==> src/design/fdsc_pkg.sv <==
// Package of register map, field positions and timing constants for the drive-side control block.
package fdsc_pkg;

    // Register byte addresses on the APB slave.
    localparam logic [11:0] FDSC_CTRL_ADDR   = 12'h000;
    localparam logic [11:0] FDSC_CMD_ADDR    = 12'h004;
    localparam logic [11:0] FDSC_STATUS_ADDR = 12'h008;
    localparam logic [11:0] FDSC_TRACK_ADDR  = 12'h00c;
    localparam logic [11:0] FDSC_PRECOMP_ADDR = 12'h010;

    // Control register fields.
    localparam int FDSC_CTRL_HLOAD = 0;
    localparam int FDSC_CTRL_WDATA = 1;

    // Command register fields and codes.
    localparam int FDSC_CMD_LSB = 0;
    localparam logic [2:0] FDSC_CMD_NONE   = 3'h0;
    localparam logic [2:0] FDSC_CMD_STEPIN = 3'h1;
    localparam logic [2:0] FDSC_CMD_STEPOUT = 3'h2;
    localparam logic [2:0] FDSC_CMD_READ   = 3'h3;
    localparam logic [2:0] FDSC_CMD_WRITE  = 3'h4;
    localparam logic [2:0] FDSC_CMD_STOP   = 3'h5;

    // Status register bit positions.
    localparam int FDSC_ST_BUSY      = 0;
    localparam int FDSC_ST_INDEX     = 1;
    localparam int FDSC_ST_TRACK0    = 2;
    localparam int FDSC_ST_HEADENG   = 5;
    localparam int FDSC_ST_WFAULT    = 3;
    localparam int FDSC_ST_WPROT     = 6;
    localparam int FDSC_ST_NOTREADY  = 7;
    localparam int FDSC_ST_SINGLE    = 8;
    localparam int FDSC_ST_INNER     = 9;
    localparam int FDSC_ST_WGATE     = 10;
    localparam int FDSC_ST_INTERRUPT_REQUEST_OUT     = 11;

    // Track range for the inner-track flag.
    localparam logic [6:0] FDSC_INNER_LO = 7'd44;
    localparam logic [6:0] FDSC_INNER_HI = 7'd76;

    // Timing: clock rate, index low minimum and step pulse width.
    localparam int FDSC_CLK_MHZ      = 25;
    localparam int FDSC_INDEX_MIN_US = 10;
    localparam int FDSC_INDEX_CYC    = FDSC_INDEX_MIN_US * FDSC_CLK_MHZ;
    localparam int FDSC_STEP_US      = 4;
    localparam int FDSC_STEP_CYC     = FDSC_STEP_US * FDSC_CLK_MHZ;
    localparam int FDSC_DIR_SETUP_CYC = 25;

    // Controller states.
    typedef enum logic [2:0] {
        FDSC_IDLE,
        FDSC_DIRSET,
        FDSC_STEPHI,
        FDSC_READING,
        FDSC_WRITING
    } fdsc_state_t;

endpackage : fdsc_pkg

==> src/design/fdsc_top.sv <==
// Drive-side control block: stepping, write gate, precompensation hints and drive sensing.
//
// Behaviour
// - Head counts as engaged only while head-engaged input samples high.
// - One step pulse is emitted per commanded single-track move.
// - Direction high stepping inward, low stepping outward.
// - Early output high during write pulses to be shifted earlier.
// - Late output high during write pulses to be shifted later.
// - Inner-track flag shows head on tracks 44 to 76.
// - Write gate asserted only while actually writing the diskette.
// - Ready is sampled high before any read or write starts.
// - Ready low at read/write start skips operation and interrupts.
// - Seeks proceed regardless of the ready level.
// - Ready is reported inverted as a readable status bit.
// - Falling write fault while gate on ends write, sets fault bit.
// - Low track-zero input means head sits over track 00.
// - Index low for at least 10 us is an index event.
// - Write protect low at write command ends it and sets bit.
// - Density select 0 means double density, 1 single density.
// - Not-ready sits in status bit 7, cleared during master reset.
// - Interrupt set on completion or termination, cleared by command write or status read.
// - Head load output presses the head against the media.
//
// Our own choices: the address map and register access over APB.
module fdsc_top
    import fdsc_pkg::*;
#(
    parameter int INDEX_CYC = FDSC_INDEX_CYC
)
(
    input  wire logic        CLOCK,
    input  wire logic        RSTN,
    input  wire logic        PSEL,
    input  wire logic        PENABLE,
    input  wire logic        PWRITE,
    input  wire logic [11:0] PADDR,
    input  wire logic [31:0] PWDATA,
    output logic [31:0]      PRDATA,
    output logic             PREADY,
    output logic             PSLVERR,
    input  wire logic        MASTER_RESET_N_IN,
    input  wire logic        HEAD_ENGAGED_IN,
    input  wire logic        READY_IN,
    input  wire logic        WRITE_FAULT_N_IN,
    input  wire logic        TRACK_ZERO_N_IN,
    input  wire logic        INDEX_MARK_N_IN,
    input  wire logic        WRITE_PROTECT_N_IN,
    input  wire logic        DENSITY_SELECT_IN,
    output logic             HEAD_LOAD_OUT,
    output logic             STEP_OUT,
    output logic             STEP_DIRECTION_OUT,
    output logic             EARLY_OUT,
    output logic             LATE_OUT,
    output logic             INNER_TRACK_FLAG,
    output logic             WRITE_GATE_OUT,
    output logic             WRITE_DATA_OUT,
    output logic             INTERRUPT_REQUEST_OUT
);

    // Two-stage synchronisers; only the second stage is ever read.
    logic [6:0] sync1_q;
    logic [6:0] sync2_q;
    wire  [6:0] raw_in = {DENSITY_SELECT_IN, WRITE_PROTECT_N_IN, INDEX_MARK_N_IN,
                          TRACK_ZERO_N_IN, WRITE_FAULT_N_IN, READY_IN, HEAD_ENGAGED_IN};
    always_ff @(posedge CLOCK or negedge RSTN)
    begin
        if (!RSTN)
        begin
            sync1_q <= 7'h7e;
            sync2_q <= 7'h7e;
        end
        else
        begin
            sync1_q <= raw_in;
            sync2_q <= sync1_q;
        end
    end

    wire head_eng  = sync2_q[0];
    wire ready_s   = sync2_q[1];
    wire wfault_n  = sync2_q[2];
    wire trk0_s    = ~sync2_q[3];
    wire index_n   = sync2_q[4];
    wire wprot_s   = ~sync2_q[5];
    wire single_s  = sync2_q[6];
    wire mr_active = ~MASTER_RESET_N_IN;

    // APB decode; all accesses complete with no wait states.
    wire       apb_acc   = PSEL & PENABLE;
    wire       apb_wr    = apb_acc & PWRITE;
    wire       apb_rd    = apb_acc & ~PWRITE;
    wire       hit_ctrl  = PADDR == FDSC_CTRL_ADDR;
    wire       hit_cmd   = PADDR == FDSC_CMD_ADDR;
    wire       hit_stat  = PADDR == FDSC_STATUS_ADDR;
    wire       hit_trk   = PADDR == FDSC_TRACK_ADDR;
    wire       hit_pre   = PADDR == FDSC_PRECOMP_ADDR;
    wire       hit_any   = hit_ctrl | hit_cmd | hit_stat | hit_trk | hit_pre;
    wire       cmd_wr    = apb_wr & hit_cmd;
    wire [2:0] cmd_code  = PWDATA[FDSC_CMD_LSB +: 3];
    wire       stat_rd   = apb_rd & hit_stat;
    assign PREADY  = 1'b1;
    assign PSLVERR = apb_acc & ~hit_any;

    // Software registers.
    logic [1:0] ctrl_q;
    logic [1:0] precomp_q;
    logic [6:0] track_q;
    logic       wfault_q;
    logic       wprot_q;
    logic       interrupt_request_out_q;
    logic       index_q;
    logic       wf_prev_q;
    logic [7:0] step_cnt_q;
    logic [15:0] idx_cnt_q;
    fdsc_state_t state_q;
    fdsc_state_t state_d;

    // Command acceptance in the idle state, stop while reading or writing, and end-of-operation conditions.
    wire start_seek  = cmd_wr & (state_q == FDSC_IDLE) &
                       (cmd_code == FDSC_CMD_STEPIN || cmd_code == FDSC_CMD_STEPOUT);
    wire step_in     = cmd_code == FDSC_CMD_STEPIN;
    wire rw_cmd      = cmd_wr & (state_q == FDSC_IDLE) &
                       (cmd_code == FDSC_CMD_READ || cmd_code == FDSC_CMD_WRITE);
    wire rw_go       = rw_cmd & ready_s;
    wire rw_skip     = rw_cmd & ~ready_s;
    wire wr_blocked  = rw_go & (cmd_code == FDSC_CMD_WRITE) & wprot_s;
    wire wf_fall     = (state_q == FDSC_WRITING) & wf_prev_q & ~wfault_n;
    wire stop_cmd    = cmd_wr & (cmd_code == FDSC_CMD_STOP) &
                       (state_q == FDSC_READING || state_q == FDSC_WRITING);
    wire step_done   = (state_q == FDSC_STEPHI) && (step_cnt_q == 8'd0);
    wire op_end      = step_done | rw_skip | wr_blocked | wf_fall | stop_cmd;
    wire dir_done    = (state_q == FDSC_DIRSET) && (step_cnt_q == 8'd0);

    // Next-state logic for the stepping and read/write sequencer.
    always_comb
    begin
        state_d = state_q;
        unique case (state_q)
            FDSC_IDLE:
            begin
                if (start_seek)
                    state_d = FDSC_DIRSET;
                else if (rw_go && !wr_blocked)
                    state_d = (cmd_code == FDSC_CMD_WRITE) ? FDSC_WRITING : FDSC_READING;
            end
            FDSC_DIRSET:  if (dir_done)  state_d = FDSC_STEPHI;
            FDSC_STEPHI:  if (step_done) state_d = FDSC_IDLE;
            FDSC_READING: if (stop_cmd)  state_d = FDSC_IDLE;
            FDSC_WRITING: if (stop_cmd || wf_fall) state_d = FDSC_IDLE;
            // Unused state codes fall back to idle rather than lock up.
            default:      state_d = FDSC_IDLE;
        endcase
    end

    // Sequencer state, step timing and track position.
    always_ff @(posedge CLOCK or negedge RSTN)
    begin
        if (!RSTN)
        begin
            state_q    <= FDSC_IDLE;
            step_cnt_q <= 8'h00;
            track_q    <= 7'h00;
            STEP_DIRECTION_OUT <= 1'b0;
        end
        else
        begin
            state_q <= state_d;
            if (start_seek)
            begin
                STEP_DIRECTION_OUT <= step_in;
                step_cnt_q <= 8'(FDSC_DIR_SETUP_CYC - 1);
            end
            else if (dir_done)
                step_cnt_q <= 8'(FDSC_STEP_CYC - 1);
            else if (step_cnt_q != 8'd0)
                step_cnt_q <= step_cnt_q - 8'd1;
            if (step_done)
            begin
                if (STEP_DIRECTION_OUT)
                    track_q <= track_q + 7'd1;
                else if (track_q != 7'd0)
                    track_q <= track_q - 7'd1;
            end
            else if (trk0_s && state_q == FDSC_IDLE)
                track_q <= 7'd0;
        end
    end

    // One pulse per move; direction is held constant across it.
    assign STEP_OUT = state_q == FDSC_STEPHI;
    assign WRITE_GATE_OUT = state_q == FDSC_WRITING;
    assign INNER_TRACK_FLAG = (track_q >= FDSC_INNER_LO) && (track_q <= FDSC_INNER_HI);
    assign HEAD_LOAD_OUT = ctrl_q[FDSC_CTRL_HLOAD];
    assign WRITE_DATA_OUT = WRITE_GATE_OUT & ctrl_q[FDSC_CTRL_WDATA];
    assign EARLY_OUT = WRITE_DATA_OUT & precomp_q[0];
    assign LATE_OUT  = WRITE_DATA_OUT & precomp_q[1] & ~precomp_q[0];
    assign INTERRUPT_REQUEST_OUT = interrupt_request_out_q;

    // Sticky flags; a hardware set wins over a same-cycle clear.
    always_ff @(posedge CLOCK or negedge RSTN)
    begin
        if (!RSTN)
        begin
            ctrl_q    <= 2'h0;
            precomp_q <= 2'h0;
            wfault_q  <= 1'b0;
            wprot_q   <= 1'b0;
            interrupt_request_out_q   <= 1'b0;
            wf_prev_q <= 1'b1;
        end
        else
        begin
            wf_prev_q <= wfault_n;
            if (apb_wr && hit_ctrl)
                ctrl_q <= PWDATA[1:0];
            if (apb_wr && hit_pre)
                precomp_q <= PWDATA[1:0];
            if (wf_fall)
                wfault_q <= 1'b1;
            else if (cmd_wr)
                wfault_q <= 1'b0;
            if (wr_blocked)
                wprot_q <= 1'b1;
            else if (cmd_wr)
                wprot_q <= 1'b0;
            if (op_end)
                interrupt_request_out_q <= 1'b1;
            else if (cmd_wr || stat_rd)
                interrupt_request_out_q <= 1'b0;
        end
    end

    // Index detector: low must last the minimum time before it counts.
    always_ff @(posedge CLOCK or negedge RSTN)
    begin
        if (!RSTN)
        begin
            idx_cnt_q <= 16'h0000;
            index_q   <= 1'b0;
        end
        else if (index_n)
        begin
            idx_cnt_q <= 16'h0000;
            index_q   <= 1'b0;
        end
        else if (idx_cnt_q < 16'(INDEX_CYC - 1))
            idx_cnt_q <= idx_cnt_q + 16'd1;
        else
            index_q <= 1'b1;
    end

    // Status word; not-ready is forced clear while master reset is held.
    wire [31:0] status_w = {20'h00000, interrupt_request_out_q, WRITE_GATE_OUT, INNER_TRACK_FLAG, single_s,
                            ~ready_s & ~mr_active, wprot_q, head_eng, 1'b0, wfault_q,
                            trk0_s, index_q, state_q != FDSC_IDLE};
    wire [31:0] rd_mux = hit_ctrl ? {30'h0, ctrl_q} :
                         hit_stat ? status_w :
                         hit_trk  ? {25'h0, track_q} :
                         hit_pre  ? {30'h0, precomp_q} : 32'h0;

    // Read data registered on each read access.
    always_ff @(posedge CLOCK or negedge RSTN)
    begin
        if (!RSTN)
            PRDATA <= 32'h0;
        else if (PSEL && !PENABLE && !PWRITE)
            PRDATA <= rd_mux;
    end

    // Interrupt follows any termination within one edge.
    AST_INTERRUPT_REQUEST_OUT: assert property (@(posedge CLOCK) disable iff (!RSTN)
        op_end |=> INTERRUPT_REQUEST_OUT) else $error("interrupt missing");
    AST_STEP_LEN: assert property (@(posedge CLOCK) disable iff (!RSTN)
        $rose(STEP_OUT) |-> STEP_OUT [*8]) else $error("step too short");
    AST_DIR_STABLE: assert property (@(posedge CLOCK) disable iff (!RSTN)
        STEP_OUT |-> $stable(STEP_DIRECTION_OUT)) else $error("dir moved");
    AST_NOTREADY_RW: assert property (@(posedge CLOCK) disable iff (!RSTN)
        rw_cmd && !ready_s |=> state_q == FDSC_IDLE) else $error("rw started");
    AST_WG_ONLY: assert property (@(posedge CLOCK) disable iff (!RSTN)
        $rose(WRITE_GATE_OUT) |->
        $past(cmd_wr && cmd_code == FDSC_CMD_WRITE && ready_s && !wprot_s))
        else $error("wg stray");
    AST_WF_END: assert property (@(posedge CLOCK) disable iff (!RSTN)
        wf_fall |=> !WRITE_GATE_OUT && wfault_q) else $error("fault ignored");
    AST_WP: assert property (@(posedge CLOCK) disable iff (!RSTN)
        wr_blocked |=> wprot_q && !WRITE_GATE_OUT) else $error("protect ignored");
    AST_INNER: assert property (@(posedge CLOCK) disable iff (!RSTN)
        INNER_TRACK_FLAG |-> track_q > 7'd43 && track_q < 7'd77) else $error("inner bad");
    AST_SEEK: assert property (@(posedge CLOCK) disable iff (!RSTN)
        start_seek |=> state_q == FDSC_DIRSET) else $error("seek refused");

endmodule : fdsc_top

==> config.mk <==
export PLATFORM = sky130hd
export DESIGN_NAME = fdsc_top
export DESIGN_NICKNAME = d
export VERILOG_FILES = /design/src/design/fdsc_pkg.sv /design/src/design/fdsc_top.sv
export SDC_FILE = /design/constraint.sdc
export NUM_CORES = 1
export LEC_CHECK = 0
export BUFFER_PORTS_ARGS = -buffer_cell sky130_fd_sc_hd__buf_4
export CORE_UTILIZATION = 52
export CTS_CLUSTER_DIAMETER = 100
export DETAILED_ROUTE_END_ITERATION = 8
export GPL_TIMING_DRIVEN = 0
export PLACE_DENSITY = 0.79
export SYNTH_ARGS = -nofsm -noshare
export SYNTH_HDL_FRONTEND = slang
export SYNTH_SLANG_ARGS = --single-unit
==> constraint.sdc <==
create_clock -name CLOCK -period 2.75 [get_ports CLOCK]
set_input_delay 0.275 -clock CLOCK [delete_from_list [all_inputs] [get_ports CLOCK]]
set_output_delay 0.275 -clock CLOCK [all_outputs]
set_load 0.02 [all_outputs]
# Word-level counts from Yosys, hierarchy flattened

Cells that the tools add are included.

Register bits after elaboration: 90
Bits of input ports: 57
Output and inout bits: 43
Logic and storage cells: 138

$add $sub $neg: 4
Order comparisons: 3
Eq/ne operators: 20
Muxes and demuxes: 28
Bitwise logic cells: 37
Reductions and logical operators: 31

Operators with widths:

| cell                  | count |
|---|---|
| $mux 7                | 5 |
| $mux 16               | 2 |
| $eq 12x4->1 const B   | 2 |
| $mux 12               | 2 |
| $mux 8                | 3 |
| $and 1x1->1           | 22 |
| $mux 3                | 7 |
| $add 16x1->16 const B | 1 |
| $lt 16x8->1 const B   | 1 |
| $pmux 3 s5            | 1 |
| $eq 12x3->1 const B   | 1 |
| $eq 12x5->1 const B   | 1 |
| $eq 3x2->1 const B    | 4 |
| $logic_not 12->1      | 1 |
| $reduce_bool 2->1     | 5 |
| $eq 3x3->1 const B    | 3 |
| $logic_and 1x1->1     | 9 |
| $logic_not 8->1       | 1 |
| $or 1x1->1            | 8 |
| $reduce_bool 8->1     | 1 |
| $sub 8x1->8 const B   | 1 |
| $add 7x1->7 const B   | 1 |
| $ge 7x6->1 const B    | 1 |
| $le 7x7->1 const B    | 1 |
| other kinds (15)      | 39 |

# Logic depth before layout (Yosys ltp)

Word-level depth: 13
Depth in mapped cells: 7
Mapped depth without buffers: 7

# Worst setup path before layout

No wires, ideal clock.

Path kind: register to register
Start point: register state_q[0]
End point: register track_q[2]
Setup time: 0.125 ns
Data arrival time: 2.136 ns
Data required time: 2.625 ns
Slack: 0.489 ns
Cell stages (with the launch flop): 6
Path buffers: 0
Clock period less this slack: 2.261 ns
Cell sequence: dfrtp_1 nor3b_1 nand3_1 a31o_2 nand2_1 mux2_2

Longest elaborated chain between the ends: 4

RTL lines:

| element                                                                 | RTL line        | text |
|---|---|---|
| from (decl)                                                             | fdsc_top.sv:115 | `fdsc_state_t state_q;` |
| from (signal assigned)                                                  | fdsc_top.sv:167 | `state_q <= state_d;` |
| $eq 3x2->1 *                                                            | n/a             |  |
| via STEP_OUT                                                            | fdsc_top.sv:50  | `output logic STEP_OUT,` |
| $logic_and 1x1->1 *                                                     | fdsc_top.sv:130 | `wire step_done = (state_q == FDSC_STEPHI) && (step_cnt_q == 8'd0);` |
| $ne 3x2->1 (no source line) / $reduce_bool 2->1 (equally long branches) | n/a             |  |
| $reduce_and 2->1 (no source line)                                       | n/a             |  |
| to (signal assigned)                                                    | fdsc_top.sv:180 | `track_q <= track_q + 7'd1;` |
| to (signal assigned)                                                    | fdsc_top.sv:182 | `track_q <= track_q - 7'd1;` |
| to (decl)                                                               | fdsc_top.sv:107 | `logic [6:0] track_q;` |

The timed path passes the listed nets; every way through them passes the cells marked *.
A chain may end at the register's enable or synchronous reset.

# Worst setup path in the final report

Start point: register step_cnt_q[0]
End point: register track_q[2]

Longest elaborated chain between the ends: 4

RTL lines:

| element                                                                 | RTL line        | text |
|---|---|---|
| from (decl)                                                             | fdsc_top.sv:113 | `logic [7:0] step_cnt_q;` |
| from (signal assigned)                                                  | fdsc_top.sv:171 | `step_cnt_q <= 8'(FDSC_DIR_SETUP_CYC - 1);` |
| from (signal assigned)                                                  | fdsc_top.sv:174 | `step_cnt_q <= 8'(FDSC_STEP_CYC - 1);` |
| from (signal assigned)                                                  | fdsc_top.sv:176 | `step_cnt_q <= step_cnt_q - 8'd1;` |
| $logic_not 8->1 *                                                       | fdsc_top.sv:130 |  |
| $logic_and 1x1->1 *                                                     | fdsc_top.sv:130 |  |
| $ne 3x2->1 (no source line) / $reduce_bool 2->1 (equally long branches) | n/a             |  |
| $reduce_and 2->1 (no source line)                                       | n/a             |  |

Mark *: on every way between the ends. The rest lies on a longest branch, timed or not.

==> qor.csv <==
stage;metric;value;unit
cts;CTS Hold Bufs;0;
route;Avg WL per Cell;14.9;um
pwr;Int Pwr;0.00159;W
logic_synthesis;top-count cell post-synth;dfrtp_1;
worst_setup_path;CP required;2.99;ns
placed_design;Port-buffer cells;47;
pwr;Switching Share;0.240;
route;drt first-iter violations;175;
logic_synthesis;ys async rst share;1.00;
cts;Worst-path clk slew;0.08;ns
die;core footprint;6490;sq um
logic_synthesis;number of synthesized register bits;70;
sta;Final Max Slew Viols;0;
global_routing;GRT Overall Usage;0.236;
logic_synthesis;Post-Syn Area;3590;sq um
worst_setup_path;Worst Reg-to-Reg Cells;7;
pwr;Comb pwr share;0.075;
worst_setup_path;worst-path fanout max;9;
route;via-per-instance ratio;5.55;
pwr;Leakage;1.99;nW
cts;clock latency on the worst-skew pair;0.35;ns
pwr;Reg power frac;0.514;
sta;Fin Setup TNS;0;ns
logic_synthesis;top cell type's share of synthesized area;0.397;
logic_synthesis;Ys Warns;0;
route;Total Wirelength;7700;um
die;Die X;85.1;um
placed_design;Post-Place Setup Slack;0.419;ns
hold_path;HP Class;input pin to asynchronous set/reset pin;
route;drt pass-1 iters;4;
pwr;Clock Power Share;0.412;
die;Ports;100;
global_routing;initial antenna violation count;0;
worst_setup_path;CP endpoint kind;flip-flop;
die;Row Count;29;
placed_design;Placed Cells incl. Taps;502;
placed_design;gpl congestion;0.848;
sta;skew final;0.0120;ns
route;post-route ant nets;0;
route;DRC;0;
global_routing;vias in the first global route;2718;
sta;FMAX;0.421;GHz
logic_synthesis;ys flop type;dfrtp_1;
logic_synthesis;part of the Yosys area used for sequential elements;0.493;
logic_synthesis;Synth top cells by count;dfrtp_1, nand2_1, nor2_1;
cts;Num CTS Buffers;9;
layout;Final Non-Filler Cells;518;
worst_setup_path;CP arrival;2.61;ns
cts;post-CTS sizing;0;
logic_synthesis;Mapped Avg Cell Area;10.0;sq um
logic_synthesis;Synth cell types;54;
sta;Setup Viol. Count Final;0;
layout;share of cells above drive strength 1;0.261;
cts;Setup Buffers After CTS;0;
layout;P&R area growth vs syn;20.3;%
sta;worst-margin pin slew;0.835;ns
route;Via Count;2874;
logic_synthesis;most area-consuming cells after synthesis;dfrtp_1, dfstp_2, buf_4;
sta;Final WS setup;0.375;ns
die;Initial Utilization;0.552;
sta;worst hold-check slack;0.0214;ns
layout;ant diodes;0;
placed_design;DP HPWL;5470;um
pwr;PnR Total Power;0.00209;W
sta;slew margin rel.;0.443;
sta;min cycle time layout;2.37;ns
cts;Sink Count;70;
worst_setup_path;CP Launch Type;flip-flop;
pwr;Worst VDD drop;0.389;mV
die;Die Y;85.1;um
layout;nets@finish;503;
sta;Tcrit/Tclk final;0.864;
sta;Fin. Hold Viols;0;
logic_synthesis;Synth Instances;359;
layout;fill count;533;
sta;RSZ-0062 raised after global routing;no;
pwr;Power per Cell Area;483;nW/um^2
global_routing;gr ovfl total;0;
cts;Clock Tree Buf Depth;2;
outcome;status;finished, final reports clean;
global_routing;largest net degree at the start of global routing;71;
logic_synthesis;EDFF count, synth;0;
global_routing;global-route wire length before repair;13000;um
cts;Clk Tree Root Cell;clkbuf_8;
cts;H-tree levels;3;
die;Die ar.;7240;sq um
run;max cap viols;0;
worst_setup_path;Crit Path Class;flip-flop to flip-flop;
cts;CTS tree;done;
logic_synthesis;Synth area leader;dfrtp_1;
pwr;P_sw;0.000501;W
==> cell type report <==
type / count / area (sq um) / share of cell area
multi-input combinational: 266 / 1660 / 0.383
clock buffer: 11 / 151 / 0.0351
inverter: 14 / 52.6 / 0.0122
buffer: 28 / 184 / 0.0426
clock inverter: 5 / 57.6 / 0.0133
tap: 77 / 96.3 / 0.0223
sequential: 70 / 1770 / 0.409
timing repair buffer: 47 / 353 / 0.0817
==> state kept, by name (all words and copies together), names as in the netlist <==
signal,count
PRDATA,12
index_q,1
step_cnt_q,8
track_q,7
wprot_q,1
sync2_q,7
idx_cnt_q,16
precomp_q,2
INTERRUPT_REQUEST_OUT,1
wf_prev_q,1
STEP_DIRECTION_OUT,1
wfault_q,1
sync1_q,7
state_q,3
ctrl_q,2
==> cell families after synthesis <==
group | after synthesis | synth area share
xor gates and xnor gates | 10 | 0.0244
buffers and inverters | 42 | 0.0659
adders and majority gates | 10 | 0.0370
AOI/OAI and AO/OA | 70 | 0.129
other | 2 | 0.00209
muxes | 11 | 0.0324
DFF | 70 | 0.493
and+or+nand+nor | 144 | 0.216
==> path summary, 6_finish.rpt <==
kind / startpoint / to / slack, ns
max: step_cnt_q[0] / track_q[2] / 0.38
min: RSTN / idx_cnt_q[8] / 0.02
max reg2reg: step_cnt_q[0] / track_q[2] / 0.38
min reg2reg: sync1_q[4] / sync2_q[4] / 0.36
max in group asynchronous: RSTN / PRDATA[0] / 2.18
min in group CLOCK: DENSITY_SELECT_IN / sync1_q[6] / 0.02
==> per-stage QoR <==
step | util | area [sq um]
finish | 0.665 | 4320
global route | 0.665 | 4320
CTS | 0.665 | 4320
detailed placement | 0.633 | 4110
global placement | 0.633 | 4110
floorplan | - | 3660
==> critical path, stage by stage (launching register included) <==
cell     delay [ns]
dfrtp_1        0.39
inv_1          0.14
ha_1           0.21
nor4b_2        0.28
nand3_1        0.38
a31o_2         0.40
nand2_1        0.11
mux2_2         0.34
==> routing by layer <==
layer	GRT usage	vias up	wire, um
li1	-	1388	-
met1	0.303	1383	3390
met2	0.384	90	3700
met3	0.0564	13	471
met4	0.0986	0	134
met5	0	-	0
==> layout by cell type (no fill, tap or decap), types with 2 or more instances in the layout <==
master	count
buf_4	68
a31o_2	2
or2_2	3
and3b_1	2
mux2_2	5
a31oi_1	6
dfstp_2	13
nor3b_1	3
nand2b_1	5
o21ai_0	24
mux2i_1	6
ha_1	9
o21a_1	2
xor2_1	8
nand2_1	33
a211oi_1	4
conb_1	21
or4_4	2
and2_1	2
a21oi_1	9
or4_1	2
nand4_1	7
o211ai_1	2
nor4_1	7
xnor2_1	2
o22ai_1	3
nand3_1	12
or3_1	2
clkbuf_1	7
clkinvlp_4	3
nor2b_1	11
clkbuf_8	11
dfrtp_1	57
nor2_1	29
and3_1	6
inv_1	14
o31ai_1	5
or3b_2	2
a22o_1	3
nor3_1	11
==> power by group through the flow <==
stage | Clock [W] | Sequential (W) | Combinational, W
CTS | 0.000873 | 0.00107 | 0.000156
floorplan | 0 | 0.00109 | 0.0000911
global placement | 0 | 0.00109 | 0.000154
global route | 0.000917 | 0.00107 | 0.000172
finish | 0.000859 | 0.00107 | 0.000156
detailed placement | 0 | 0.00109 | 0.000156
No activity file was read; power rests on OpenSTA's default activity.
